$ cat src/rtl/pat_pkg.sv
// Shared constants and types of the paged address translator.
`default_nettype none
package pat_pkg;
   // Address and entry geometry.
   localparam int VA_W = 64;
   localparam int PA_W = 56;
   localparam int PPN_W = 44;
   localparam int OFF_W = 12;
   localparam int IDX_W = 9;
   localparam int VPN_W = 36;
   localparam int PTE_W = 64;
   localparam int ENTRY_SIZE_LOG = 3;
   localparam int LVL_W = 2;
   // Level counts of the two schemes.
   localparam int LEVELS_THREE = 3;
   localparam int LEVELS_FOUR = 4;
   // Highest significant virtual address bit of each scheme.
   localparam int VA_TOP_THREE = 38;
   localparam int VA_TOP_FOUR = 47;
   // Entry flag positions and field layout.
   localparam int PTE_V = 0;
   localparam int PTE_R = 1;
   localparam int PTE_W_BIT = 2;
   localparam int PTE_X = 3;
   localparam int PTE_U = 4;
   localparam int PTE_G = 5;
   localparam int PTE_A = 6;
   localparam int PTE_D = 7;
   localparam int PTE_SW_LO = 8;
   localparam int PTE_PPN_LO = 10;
   localparam int PTE_RSV_LO = 54;
   // Register map, byte addresses.
   localparam int REG_AW = 8;
   localparam logic [7:0] REG_ROOT = 8'h00;
   localparam logic [7:0] REG_CTRL = 8'h08;
   localparam logic [7:0] REG_STAT = 8'h10;
   localparam logic [7:0] REG_FVA = 8'h18;
   // Root register fields.
   localparam int ROOT_MODE_LO = 60;
   localparam int MODE_W = 4;
   localparam logic [3:0] MODE_BARE = 4'h0;
   localparam logic [3:0] MODE_THREE_LEVEL_PAGING = 4'h8;
   localparam logic [3:0] MODE_FOUR_LEVEL_PAGING = 4'h9;
   // Control and status fields.
   localparam int CTRL_AD_UPDATE = 0;
   localparam int CNT_W = 16;
   localparam int STAT_BUSY = 16;
   // Kind of access being translated.
   typedef enum logic [1:0] {PAT_ACC_FETCH, PAT_ACC_LOAD, PAT_ACC_STORE} pat_acc_type;
   // Translation request from the hart.
   typedef struct packed {
      logic [63:0] va;
      pat_acc_type acc;
   } pat_req_type;
   // Translation answer to the hart.
   typedef struct packed {
      logic [55:0] pa;
      logic fault;
      pat_acc_type acc;
   } pat_rsp_type;
   // Table access towards the memory system.
   typedef struct packed {
      logic [55:0] addr;
      logic we;
      logic [63:0] wdata;
      logic lock;
   } pat_mem_type;
endpackage : pat_pkg
`default_nettype wire

$ cat src/rtl/pat_leaf.sv
// Entry evaluation: validity, leaf test, permissions, alignment and physical page.
`default_nettype none
`timescale 1ns/1ps
module pat_leaf (
   // Entry under test and walk position.
   input wire logic [63:0] pte,
   input wire logic [1:0] lvl,
   input wire logic [63:0] va,
   input wire pat_pkg::pat_acc_type acc,
   // Verdicts.
   output logic bad,
   output logic leaf,
   output logic deny,
   output logic misal,
   output logic need_ad,
   // Translated page number and entry with flags set.
   output logic [43:0] ppn,
   output logic [63:0] upd_pte
);
   logic [43:0] pte_ppn; // Page number held in the entry.
   logic [43:0] mask; // Low page-number bits that the virtual address supplies.

   // Pure combinational judgement; the software field and global flag are ignored here.
   always_comb begin
      pte_ppn = pte[pat_pkg::PTE_PPN_LO +: pat_pkg::PPN_W];
      mask = (44'h1 << (pat_pkg::IDX_W * int'(lvl))) - 44'h1;
      // Invalid, or write without read, is a reserved encoding.
      bad = !pte[pat_pkg::PTE_V] || (!pte[pat_pkg::PTE_R] && pte[pat_pkg::PTE_W_BIT]);
      leaf = pte[pat_pkg::PTE_R] || pte[pat_pkg::PTE_X];
      // Each access kind needs its own permission flag.
      deny = ((acc == pat_pkg::PAT_ACC_FETCH) && !pte[pat_pkg::PTE_X])
         || ((acc == pat_pkg::PAT_ACC_LOAD) && !pte[pat_pkg::PTE_R])
         || ((acc == pat_pkg::PAT_ACC_STORE) && !pte[pat_pkg::PTE_W_BIT]);
      // A superpage needs its low page-number slices clear.
      misal = |(pte_ppn & mask);
      need_ad = !pte[pat_pkg::PTE_A] || ((acc == pat_pkg::PAT_ACC_STORE) && !pte[pat_pkg::PTE_D]);
      // Low slices from the virtual page number, upper ones from the entry.
      ppn = (pte_ppn & ~mask) | (pat_pkg::PPN_W'(va[pat_pkg::OFF_W +: pat_pkg::VPN_W]) & mask);
      upd_pte = pte;
      upd_pte[pat_pkg::PTE_A] = 1'b1;
      if (acc == pat_pkg::PAT_ACC_STORE) begin
         upd_pte[pat_pkg::PTE_D] = 1'b1;
      end
   end
endmodule : pat_leaf
`default_nettype wire

$ cat src/rtl/pat_regs.sv
// Register file: translation root, control and fault status.
`default_nettype none
`timescale 1ns/1ps
module pat_regs (
   // Clock and reset.
   input wire logic clk_sys,
   input wire logic nrst,
   // Register port.
   input wire logic [7:0] reg_addr,
   input wire logic [63:0] reg_wdata,
   input wire logic reg_wr,
   input wire logic reg_rd,
   output logic [63:0] reg_rdata,
   // State from the walker.
   input wire logic busy,
   input wire logic fault_evt,
   input wire logic [63:0] fault_va,
   // Settings to the walker.
   output logic [3:0] root_mode,
   output logic [43:0] root_ppn,
   output logic ad_update
);
   logic [3:0] mode_q, mode_d; // Scheme selector.
   logic [43:0] ppn_q, ppn_d; // Top table page number.
   logic adu_q, adu_d; // Set flags in memory instead of faulting.
   logic [15:0] cnt_q, cnt_d; // Faults seen, saturating.
   logic [63:0] fva_q, fva_d; // Address of the latest fault.
   logic [63:0] rd_q, rd_d; // Read data, valid one cycle after the strobe.

   // Next values; a fault event and a write in one cycle both take effect.
   always_comb begin
      mode_d = mode_q;
      ppn_d = ppn_q;
      adu_d = adu_q;
      cnt_d = cnt_q;
      fva_d = fva_q;
      rd_d = 64'h0000_0000_0000_0000;
      if (reg_wr) begin
         if (reg_addr == pat_pkg::REG_ROOT) begin
            mode_d = reg_wdata[pat_pkg::ROOT_MODE_LO +: pat_pkg::MODE_W];
            ppn_d = reg_wdata[pat_pkg::PPN_W-1:0];
         end else if (reg_addr == pat_pkg::REG_CTRL) begin
            adu_d = reg_wdata[pat_pkg::CTRL_AD_UPDATE];
         end else if (reg_addr == pat_pkg::REG_STAT) begin
            // Writing the status word clears the counter.
            cnt_d = 16'h0000;
         end
      end
      // A fault in the same cycle as a clear is counted after the clear, leaving one.
      if (fault_evt) begin
         fva_d = fault_va;
         if (cnt_d != 16'hffff) begin
            cnt_d = cnt_d + 16'h0001;
         end
      end
      // Unmapped addresses read as zero.
      if (reg_rd) begin
         if (reg_addr == pat_pkg::REG_ROOT) begin
            rd_d[pat_pkg::ROOT_MODE_LO +: pat_pkg::MODE_W] = mode_q;
            rd_d[pat_pkg::PPN_W-1:0] = ppn_q;
         end else if (reg_addr == pat_pkg::REG_CTRL) begin
            rd_d[pat_pkg::CTRL_AD_UPDATE] = adu_q;
         end else if (reg_addr == pat_pkg::REG_STAT) begin
            rd_d[pat_pkg::CNT_W-1:0] = cnt_q;
            rd_d[pat_pkg::STAT_BUSY] = busy;
         end else if (reg_addr == pat_pkg::REG_FVA) begin
            rd_d = fva_q;
         end
      end
   end

   // Registers only; reset leaves translation off.
   always_ff @(posedge clk_sys) begin
      if (!nrst) begin
         mode_q <= pat_pkg::MODE_BARE;
         ppn_q <= 44'h000_0000_0000;
         adu_q <= 1'b0;
         cnt_q <= 16'h0000;
         fva_q <= 64'h0000_0000_0000_0000;
         rd_q <= 64'h0000_0000_0000_0000;
      end else begin
         mode_q <= mode_d;
         ppn_q <= ppn_d;
         adu_q <= adu_d;
         cnt_q <= cnt_d;
         fva_q <= fva_d;
         rd_q <= rd_d;
      end
   end

   assign reg_rdata = rd_q;
   assign root_mode = mode_q;
   assign root_ppn = ppn_q;
   assign ad_update = adu_q;
endmodule : pat_regs
`default_nettype wire

$ cat src/rtl/pat_walker.sv
// Top level: table walker and address translator for the paged schemes.
//
// How it works
// - Three-level: bits 63..39 must copy bit 38.
// - Three-level maps 27-bit page to 44-bit page.
// - Three-level uses 4 KiB pages, 39-bit space.
// - Tables: one page, 512 entries, 9-bit index.
// - Top table page comes from root register.
// - Entry layout: reserved, page slices, flags.
// - Misaligned superpage leaf raises a page fault.
// - Three-level walk: 3 levels, 8-byte entries.
// - Four-level support implies three-level support.
// - Four-level: bits 63..48 must copy bit 47.
// - Four-level maps 36-bit page, offset untouched.
// - Four-level superpages must be naturally aligned.
// - Four-level walk: 4 levels, 8-byte entries.
// - Invalid or write-only entry stops with fault.
// - Read or execute marks leaf; else descend.
// - Missing accessed or dirty: fault or set.
// - Superpage low slices come from virtual page.
`default_nettype none
`timescale 1ns/1ps
module pat_walker (
   // Clock and reset.
   input wire logic clk_sys,
   input wire logic nrst,
   // Register port.
   input wire logic [7:0] reg_addr,
   input wire logic [63:0] reg_wdata,
   input wire logic reg_wr,
   input wire logic reg_rd,
   output logic [63:0] reg_rdata,
   // Translation requests from the hart.
   input wire logic req_valid,
   output logic req_ready,
   input wire pat_pkg::pat_req_type req,
   // Translation answers to the hart.
   output logic rsp_valid,
   output pat_pkg::pat_rsp_type rsp,
   // Table accesses to the memory system.
   output logic mem_req_valid,
   input wire logic mem_req_ready,
   output pat_pkg::pat_mem_type mem_req,
   input wire logic mem_rsp_valid,
   input wire logic [63:0] mem_rdata
);
   // Walk phases.
   typedef enum logic [2:0] {ST_IDLE, ST_ISSUE, ST_WAIT, ST_WRITE, ST_WACK} pat_state_type;

   pat_state_type st_q, st_d; // Walk phase.
   logic [63:0] va_q, va_d; // Address being translated.
   pat_pkg::pat_acc_type acc_q, acc_d; // Its access kind.
   logic [1:0] lvl_q, lvl_d; // Current table level.
   logic [55:0] ptea_q, ptea_d; // Address of the entry being read.
   logic [63:0] pte_q, pte_d; // Entry to write back.
   logic [43:0] ppn_q, ppn_d; // Result page kept across a write-back.
   logic rspv_q, rspv_d; // Answer strobe.
   pat_pkg::pat_rsp_type rsp_q, rsp_d; // Answer contents.

   logic [3:0] root_mode; // Scheme selector.
   logic [43:0] root_ppn; // Top table page.
   logic ad_update; // Set flags instead of faulting.
   logic four; // Four-level scheme chosen.
   logic paging; // Either scheme chosen.
   logic noncanon; // Upper address bits are not copies.
   logic start; // A walk begins this cycle.
   logic bad, leaf, deny, misal, need_ad; // Verdicts on the returned entry.
   logic [43:0] leaf_ppn; // Page that the entry translates to.
   logic [63:0] upd_pte; // Entry with flags set.

   // Register file.
   pat_regs u_regs (
      .clk_sys(clk_sys),
      .nrst(nrst),
      .reg_addr(reg_addr),
      .reg_wdata(reg_wdata),
      .reg_wr(reg_wr),
      .reg_rd(reg_rd),
      .reg_rdata(reg_rdata),
      .busy(st_q != ST_IDLE),
      .fault_evt(rspv_q && rsp_q.fault),
      .fault_va(va_q),
      .root_mode(root_mode),
      .root_ppn(root_ppn),
      .ad_update(ad_update)
   );

   // Judge the entry as it arrives from memory.
   pat_leaf u_leaf (
      .pte(mem_rdata),
      .lvl(lvl_q),
      .va(va_q),
      .acc(acc_q),
      .bad(bad),
      .leaf(leaf),
      .deny(deny),
      .misal(misal),
      .need_ad(need_ad),
      .ppn(leaf_ppn),
      .upd_pte(upd_pte)
   );

   // Scheme choice; both schemes are always present, other codes mean no translation.
   assign four = (root_mode == pat_pkg::MODE_FOUR_LEVEL_PAGING);
   assign paging = four || (root_mode == pat_pkg::MODE_THREE_LEVEL_PAGING);

   // Canonical check per scheme.
   always_comb begin
      if (four) begin
         noncanon = req.va[pat_pkg::VA_W-1:pat_pkg::VA_TOP_FOUR+1]
            != {(pat_pkg::VA_W-1-pat_pkg::VA_TOP_FOUR){req.va[pat_pkg::VA_TOP_FOUR]}};
      end else begin
         noncanon = req.va[pat_pkg::VA_W-1:pat_pkg::VA_TOP_THREE+1]
            != {(pat_pkg::VA_W-1-pat_pkg::VA_TOP_THREE){req.va[pat_pkg::VA_TOP_THREE]}};
      end
   end

   // Handshakes are combinational from the phase.
   assign req_ready = (st_q == ST_IDLE);
   assign mem_req_valid = (st_q == ST_ISSUE) || (st_q == ST_WRITE);
   assign start = req_valid && req_ready && paging && !noncanon;

   // Next-state logic of the walk.
   always_comb begin
      st_d = st_q;
      va_d = va_q;
      acc_d = acc_q;
      lvl_d = lvl_q;
      ptea_d = ptea_q;
      pte_d = pte_q;
      ppn_d = ppn_q;
      rspv_d = 1'b0;
      rsp_d = rsp_q;
      case (st_q)
         ST_IDLE: begin
            if (req_valid) begin
               va_d = req.va;
               acc_d = req.acc;
               rsp_d.acc = req.acc;
               rsp_d.fault = 1'b0;
               rsp_d.pa = req.va[pat_pkg::PA_W-1:0];
               if (!paging) begin
                  // No translation: the address passes straight through.
                  rspv_d = 1'b1;
               end else if (noncanon) begin
                  rsp_d.fault = 1'b1;
                  rspv_d = 1'b1;
               end else begin
                  // Start at the top level from the root page.
                  if (four) begin
                     lvl_d = pat_pkg::LVL_W'(pat_pkg::LEVELS_FOUR - 1);
                  end else begin
                     lvl_d = pat_pkg::LVL_W'(pat_pkg::LEVELS_THREE - 1);
                  end
                  ptea_d = {root_ppn, req.va[pat_pkg::OFF_W + pat_pkg::IDX_W * int'(lvl_d) +: pat_pkg::IDX_W],
                     {pat_pkg::ENTRY_SIZE_LOG{1'b0}}};
                  st_d = ST_ISSUE;
               end
            end
         end
         ST_ISSUE: begin
            if (mem_req_ready) begin
               st_d = ST_WAIT;
            end
         end
         ST_WAIT: begin
            // Nothing is judged until the entry returns.
            if (mem_rsp_valid) begin
               if (bad) begin
                  rsp_d.fault = 1'b1;
                  rspv_d = 1'b1;
                  st_d = ST_IDLE;
               end else if (!leaf) begin
                  if (lvl_q == 2'h0) begin
                     // Pointer at the last level: out of levels.
                     rsp_d.fault = 1'b1;
                     rspv_d = 1'b1;
                     st_d = ST_IDLE;
                  end else begin
                     lvl_d = lvl_q - 2'h1;
                     ptea_d = {mem_rdata[pat_pkg::PTE_PPN_LO +: pat_pkg::PPN_W],
                        va_q[pat_pkg::OFF_W + pat_pkg::IDX_W * int'(lvl_d) +: pat_pkg::IDX_W],
                        {pat_pkg::ENTRY_SIZE_LOG{1'b0}}};
                     st_d = ST_ISSUE;
                  end
               end else if (deny || misal) begin
                  rsp_d.fault = 1'b1;
                  rspv_d = 1'b1;
                  st_d = ST_IDLE;
               end else if (need_ad && !ad_update) begin
                  rsp_d.fault = 1'b1;
                  rspv_d = 1'b1;
                  st_d = ST_IDLE;
               end else if (need_ad) begin
                  // Bus stays locked from read to write, so the update is atomic.
                  pte_d = upd_pte;
                  ppn_d = leaf_ppn;
                  st_d = ST_WRITE;
               end else begin
                  rsp_d.pa = {leaf_ppn, va_q[pat_pkg::OFF_W-1:0]};
                  rspv_d = 1'b1;
                  st_d = ST_IDLE;
               end
            end
         end
         ST_WRITE: begin
            if (mem_req_ready) begin
               st_d = ST_WACK;
            end
         end
         ST_WACK: begin
            // The access is released only once the update is acknowledged.
            if (mem_rsp_valid) begin
               rsp_d.pa = {ppn_q, va_q[pat_pkg::OFF_W-1:0]};
               rspv_d = 1'b1;
               st_d = ST_IDLE;
            end
         end
         default: begin
            st_d = ST_IDLE;
         end
      endcase
   end

   // Walk registers.
   always_ff @(posedge clk_sys) begin
      if (!nrst) begin
         st_q <= ST_IDLE;
         va_q <= 64'h0000_0000_0000_0000;
         acc_q <= pat_pkg::PAT_ACC_FETCH;
         lvl_q <= 2'h0;
         ptea_q <= 56'h00_0000_0000_0000;
         pte_q <= 64'h0000_0000_0000_0000;
         ppn_q <= 44'h000_0000_0000;
         rspv_q <= 1'b0;
         rsp_q <= '0;
      end else begin
         st_q <= st_d;
         va_q <= va_d;
         acc_q <= acc_d;
         lvl_q <= lvl_d;
         ptea_q <= ptea_d;
         pte_q <= pte_d;
         ppn_q <= ppn_d;
         rspv_q <= rspv_d;
         rsp_q <= rsp_d;
      end
   end

   // Outputs come straight from registers, write and lock decoded from the phase; the lock covers the whole walk.
   assign rsp_valid = rspv_q;
   assign rsp = rsp_q;
   assign mem_req.addr = ptea_q;
   assign mem_req.we = (st_q == ST_WRITE);
   assign mem_req.wdata = pte_q;
   assign mem_req.lock = (st_q != ST_IDLE);
endmodule : pat_walker
`default_nettype wire

$ cat config.mk
export PLATFORM = sky130hd
export DESIGN_NAME = pat_walker
export DESIGN_NICKNAME = d
export VERILOG_FILES = /design/src/rtl/pat_pkg.sv /design/src/rtl/pat_leaf.sv /design/src/rtl/pat_regs.sv /design/src/rtl/pat_walker.sv
export SDC_FILE = /design/constraint.sdc
export NUM_CORES = 1
export LEC_CHECK = 0
export ABC_AREA = 1
export ABC_CLOCK_PERIOD_IN_PS = 4000
export BUFFER_PORTS_ARGS = -buffer_cell sky130_fd_sc_hd__buf_2
export CORE_AREA = 5 5 193 195
export DETAILED_ROUTE_END_ITERATION = 8
export DIE_AREA = 0 0 198 200
export GPL_TIMING_DRIVEN = 1
export PLACE_DENSITY = 0.85
export RECOVER_POWER = 100
export SYNTH_ARGS = -nofsm -noshare
export SYNTH_HDL_FRONTEND = slang
export SYNTH_SLANG_ARGS = --single-unit
$ cat constraint.sdc
create_clock -name clk_sys -period 4 [get_ports clk_sys]
set_input_delay 0.6 -clock clk_sys [delete_from_list [all_inputs] [get_ports clk_sys]]
set_output_delay 0.6 -clock clk_sys [all_outputs]
set_load 0.03 [all_outputs]
==> results.py <==
metrics = {
    "die": {
        "die-area_um2": 39600,
        "core_um2": 35220,
        "fp.dieH_um": 200,
        "initial_utilization": 0.5828,
        "num_rows": 69,
        "ios": 457,
        "die_w_um": 198,
    },
    "synth": {
        "netlist_top_cells_count": "dfxtp_1, nor2_1, o21ai_0, nand2_1, inv_1",
        "synth_ff_type": "dfxtp_1",
        "yosys.area.top_type": "dfxtp_1",
        "ys_seq_elements": 483,
        "synth_edf_count": 0,
        "postSynthCellCount": 2891,
        "yosysMostFrequentCell": "dfxtp_1",
        "synth_area_um2": 20530,
        "synth.yosys.warnings": 0,
        "synth_top_area_frac": 0.4710,
        "synth-seq-area-share": 0.4710,
        "synth-async-reset-ratio": 0,
        "synth.distinct_cells": 44,
        "avgSynthCellArea_um2": 7.101,
        "synth_area_leaders": "dfxtp_1, o21ai_0, nor2_1",
    },
    "final_layout": {
        "fill_cells": 3162,
        "postLayoutCellArea_um2": 23990,
        "fin_util": 0.6810,
        "stdcell_count": 3729,
        "layout.nets": 3436,
        "area_growth_pct": 16.85,
        "multi_input_area_um2": 8662,
        "regArea_um2": 9669,
        "drive_gt1_frac": 0.09671,
    },
    "placed_design": {
        "post_dp_cell_area_um2": 22760,
        "dp_slack_ns": 0.3326,
        "gp_congestion": 0.9570,
        "hpwl_um": 50400,
        "dp_cells": 3630,
        "place.port_buffers": 437,
    },
    "worst_hold_path": {
        "holdPathEnd": "u_regs.root_ppn[8]",
        "hold_path.class": "input pin to register",
        "hold_depth": 3,
        "min_from": "reg_wdata[8]",
    },
    "grt": {
        "track_usage": 0.3376,
        "grt_overflow": 0,
        "grt_pass1_wl_um": 106300,
        "grt_pass1_vias": 19760,
        "grt_max_degree": 256,
        "grt_antenna_before_repair": 12,
    },
    "setup_path": {
        "path_cells": "buf_4 > ha_1 > inv_1 > ha_2 > nand2_1 > nor2_1 > o21ai_0 > nand3_1 > nor2_2 > nand2_1 > nor2_1 > nand2_8 > buf_12 > o21ai_0 > a21oi_1",
        "crit_path_end_kind": "register",
        "cp_max_fo": 146,
        "crit_type": "register to register",
        "r2r_end": "pte_q[39]",
        "required_ns": 4.42,
        "max_stage_delay_ns": 0.59,
        "startpoint_type": "register",
        "r2r-start": "lvl_q[0]",
        "cp_slowest_cell": "dfxtp_1",
        "rr_worst_depth": 15,
        "timing.critical_path.arrival_ns": 4.17,
        "reg2reg_slack_ns": 0.25,
    },
    "clocking": {
        "numCtsBuffers": 48,
        "post_cts_buffers": 0,
        "insertion_delay_ns": 0.58,
        "cts_tree": "yes",
        "cts_root_buffer": "clkbuf_16",
        "clock_path_buffers": 3,
        "cts_sinks": 483,
        "clk_pin_slew_ns": 0.07,
        "h-tree-depth": 2,
    },
    "drt": {
        "vias_per_cell": 5.612,
        "drc": 0,
        "wirelength_um": 70840,
        "dr_total_vias": 20930,
        "drt-initial-drc-count": 2178,
        "drtPass1Iterations": 7,
        "post_drt_wl_per_cell_um": 19.00,
        "ant_nets": 0,
    },
    "sta": {
        "setup_slack_ns": 0.2480,
        "slew_headroom": -0.7015,
        "layout_min_cycle_time_ns": 3.752,
        "whs_ns": 0.2643,
        "fin_crit_sh": 0.9380,
        "hold_viol": 0,
        "tns_ns": 0,
        "finClkSkew_ns": 0.02744,
        "fmax_mhz": 266.5,
        "setup_viol": 0,
        "rsz0062_at_grt": "false",
        "worst_pin_slew_ns": 2.552,
        "slew_violations": 137,
    },
    "pwr": {
        "ir_worst_vdd_uv": 478.0,
        "power.internal_mw": 10.36,
        "p_comb_frac": 0.403,
        "power_frac_clock": 0.254,
        "sequentialPowerShare": 0.344,
        "p_leak_nw": 9.980,
        "p_total_mw": 18.43,
        "p_sw_mw": 8.073,
        "swShare": 0.4380,
        "power_density_nw_per_um2": 768.4,
    },
    "outcome": {
        "violations": "max-capacitance violations, max-slew violations",
        "status": "complete, but fails checks",
    },
    "flow_run": {
        "maxCapViolCount": 3,
    },
}
==> power by group through the flow <==
stage | clock [mW] | sequential, mW | combinational (mW)
after detailed placement | 0 | 6.39 | 7.51
after global routing | 4.91 | 6.42 | 8.13
final | 4.67 | 6.33 | 7.42
after floorplan | 0 | 7.40 | 4.32
after CTS | 4.70 | 6.30 | 7.59
after global placement | 0 | 6.37 | 7.34
==> worst max-delay path by stage <==
stage                      startpoint  slack, ns  depth (start not counted)          endpoint
after floorplan           reg_addr[6]       1.08                         18  u_regs.cnt_q[11]
after CTS                    lvl_q[0]       0.27                         15         pte_q[39]
after detailed placement     lvl_q[0]       0.33                         15         pte_q[39]
after global placement       lvl_q[0]       0.48                         15         pte_q[62]
after global routing      reg_addr[0]       0.01                         18   u_regs.cnt_q[7]
final                        lvl_q[0]       0.25                         15         pte_q[39]
==> cell families after synthesis <==
group                    share of synthesized area
adder cells (fa/ha/maj)                   0.004876
AO/OA/AOI/OAI                               0.2066
XOR/XNOR                                  0.003413
buffers and inverters                       0.1052
AND/OR/NAND/NOR                             0.2087
flip-flops                                  0.4710
other                                    0.0001827
==> metal layers <==
layer	global-route usage	wire length, um	vias up	part of all wire
met5	0	61	-	0.00086
met2	0.5711	33860	1098	0.48
met3	0.05757	6331	244	0.089
li1	-	-	9950	-
met1	0.4082	26280	9629	0.37
met4	0.1954	4305	8	0.061
==> flip-flops by register name (all words and copies together), names as in the netlist <==
name and flops:
rsp 59, ppn_q 44, u_regs.reg_rdata 64, st_q 3, lvl_q 2, va_q 64, u_regs.root_mode 4, u_regs.fva_q 64
u_regs.root_ppn 44, ptea_q 53, rsp_valid 1, u_regs.cnt_q 16, u_regs.ad_update 1, pte_q 64
==> what timing repair did <==
item / 4_1_cts / 5_1_grt
hold buffers: 0 / 0
resized for setup: 0 / 2
endpoints found under the setup margin: 0 / 60
==> final cells by class <==
class                   count  share of cell area
well taps                 461             0.02405
repair buffers            467             0.08784
multi-input cells        1873              0.3611
clock inverters            16            0.008085
flip-flops and latches    483              0.4031
inverters                 346             0.05414
clock buffers              72             0.06056
diodes                     11            0.001148
==> worst max-delay path, delay by kind of cell, from the launching register on <==
kind	cells	cell delay, ns
and+or+nand+nor	7	1.21
AOI/OAI and AO/OA	3	0.52
adders and majority gates	2	0.43
DFF	1	0.59
buffers and inverters	3	0.71
==> layout by cell type, fill, tap and decap left out, types with 2 or more instances in the layout <==
cell,instances
clkbuf_16,49
ha_1,7
o211ai_1,40
nand4_1,8
nand3_1,105
buf_12,3
nand2_2,5
a31oi_1,2
a21oi_1,239
a211oi_2,2
a32o_1,2
dfxtp_1,483
a211oi_1,25
inv_1,339
inv_2,5
diode_2,11
inv_6,2
clkbuf_1,265
o21ai_0,449
o22ai_1,13
clkinv_1,2
clkbuf_2,3
clkbuf_8,14
xnor2_1,7
clkinv_2,8
o21a_1,4
nor2_1,474
buf_2,190
nor4_1,2
conb_1,3
o221ai_1,9
nand2_1,440
buf_4,14
bufinv_16,4
nand3b_1,3
nor2_2,7
nor3_1,14
Note: power is estimated with default switching activity, not from simulation.
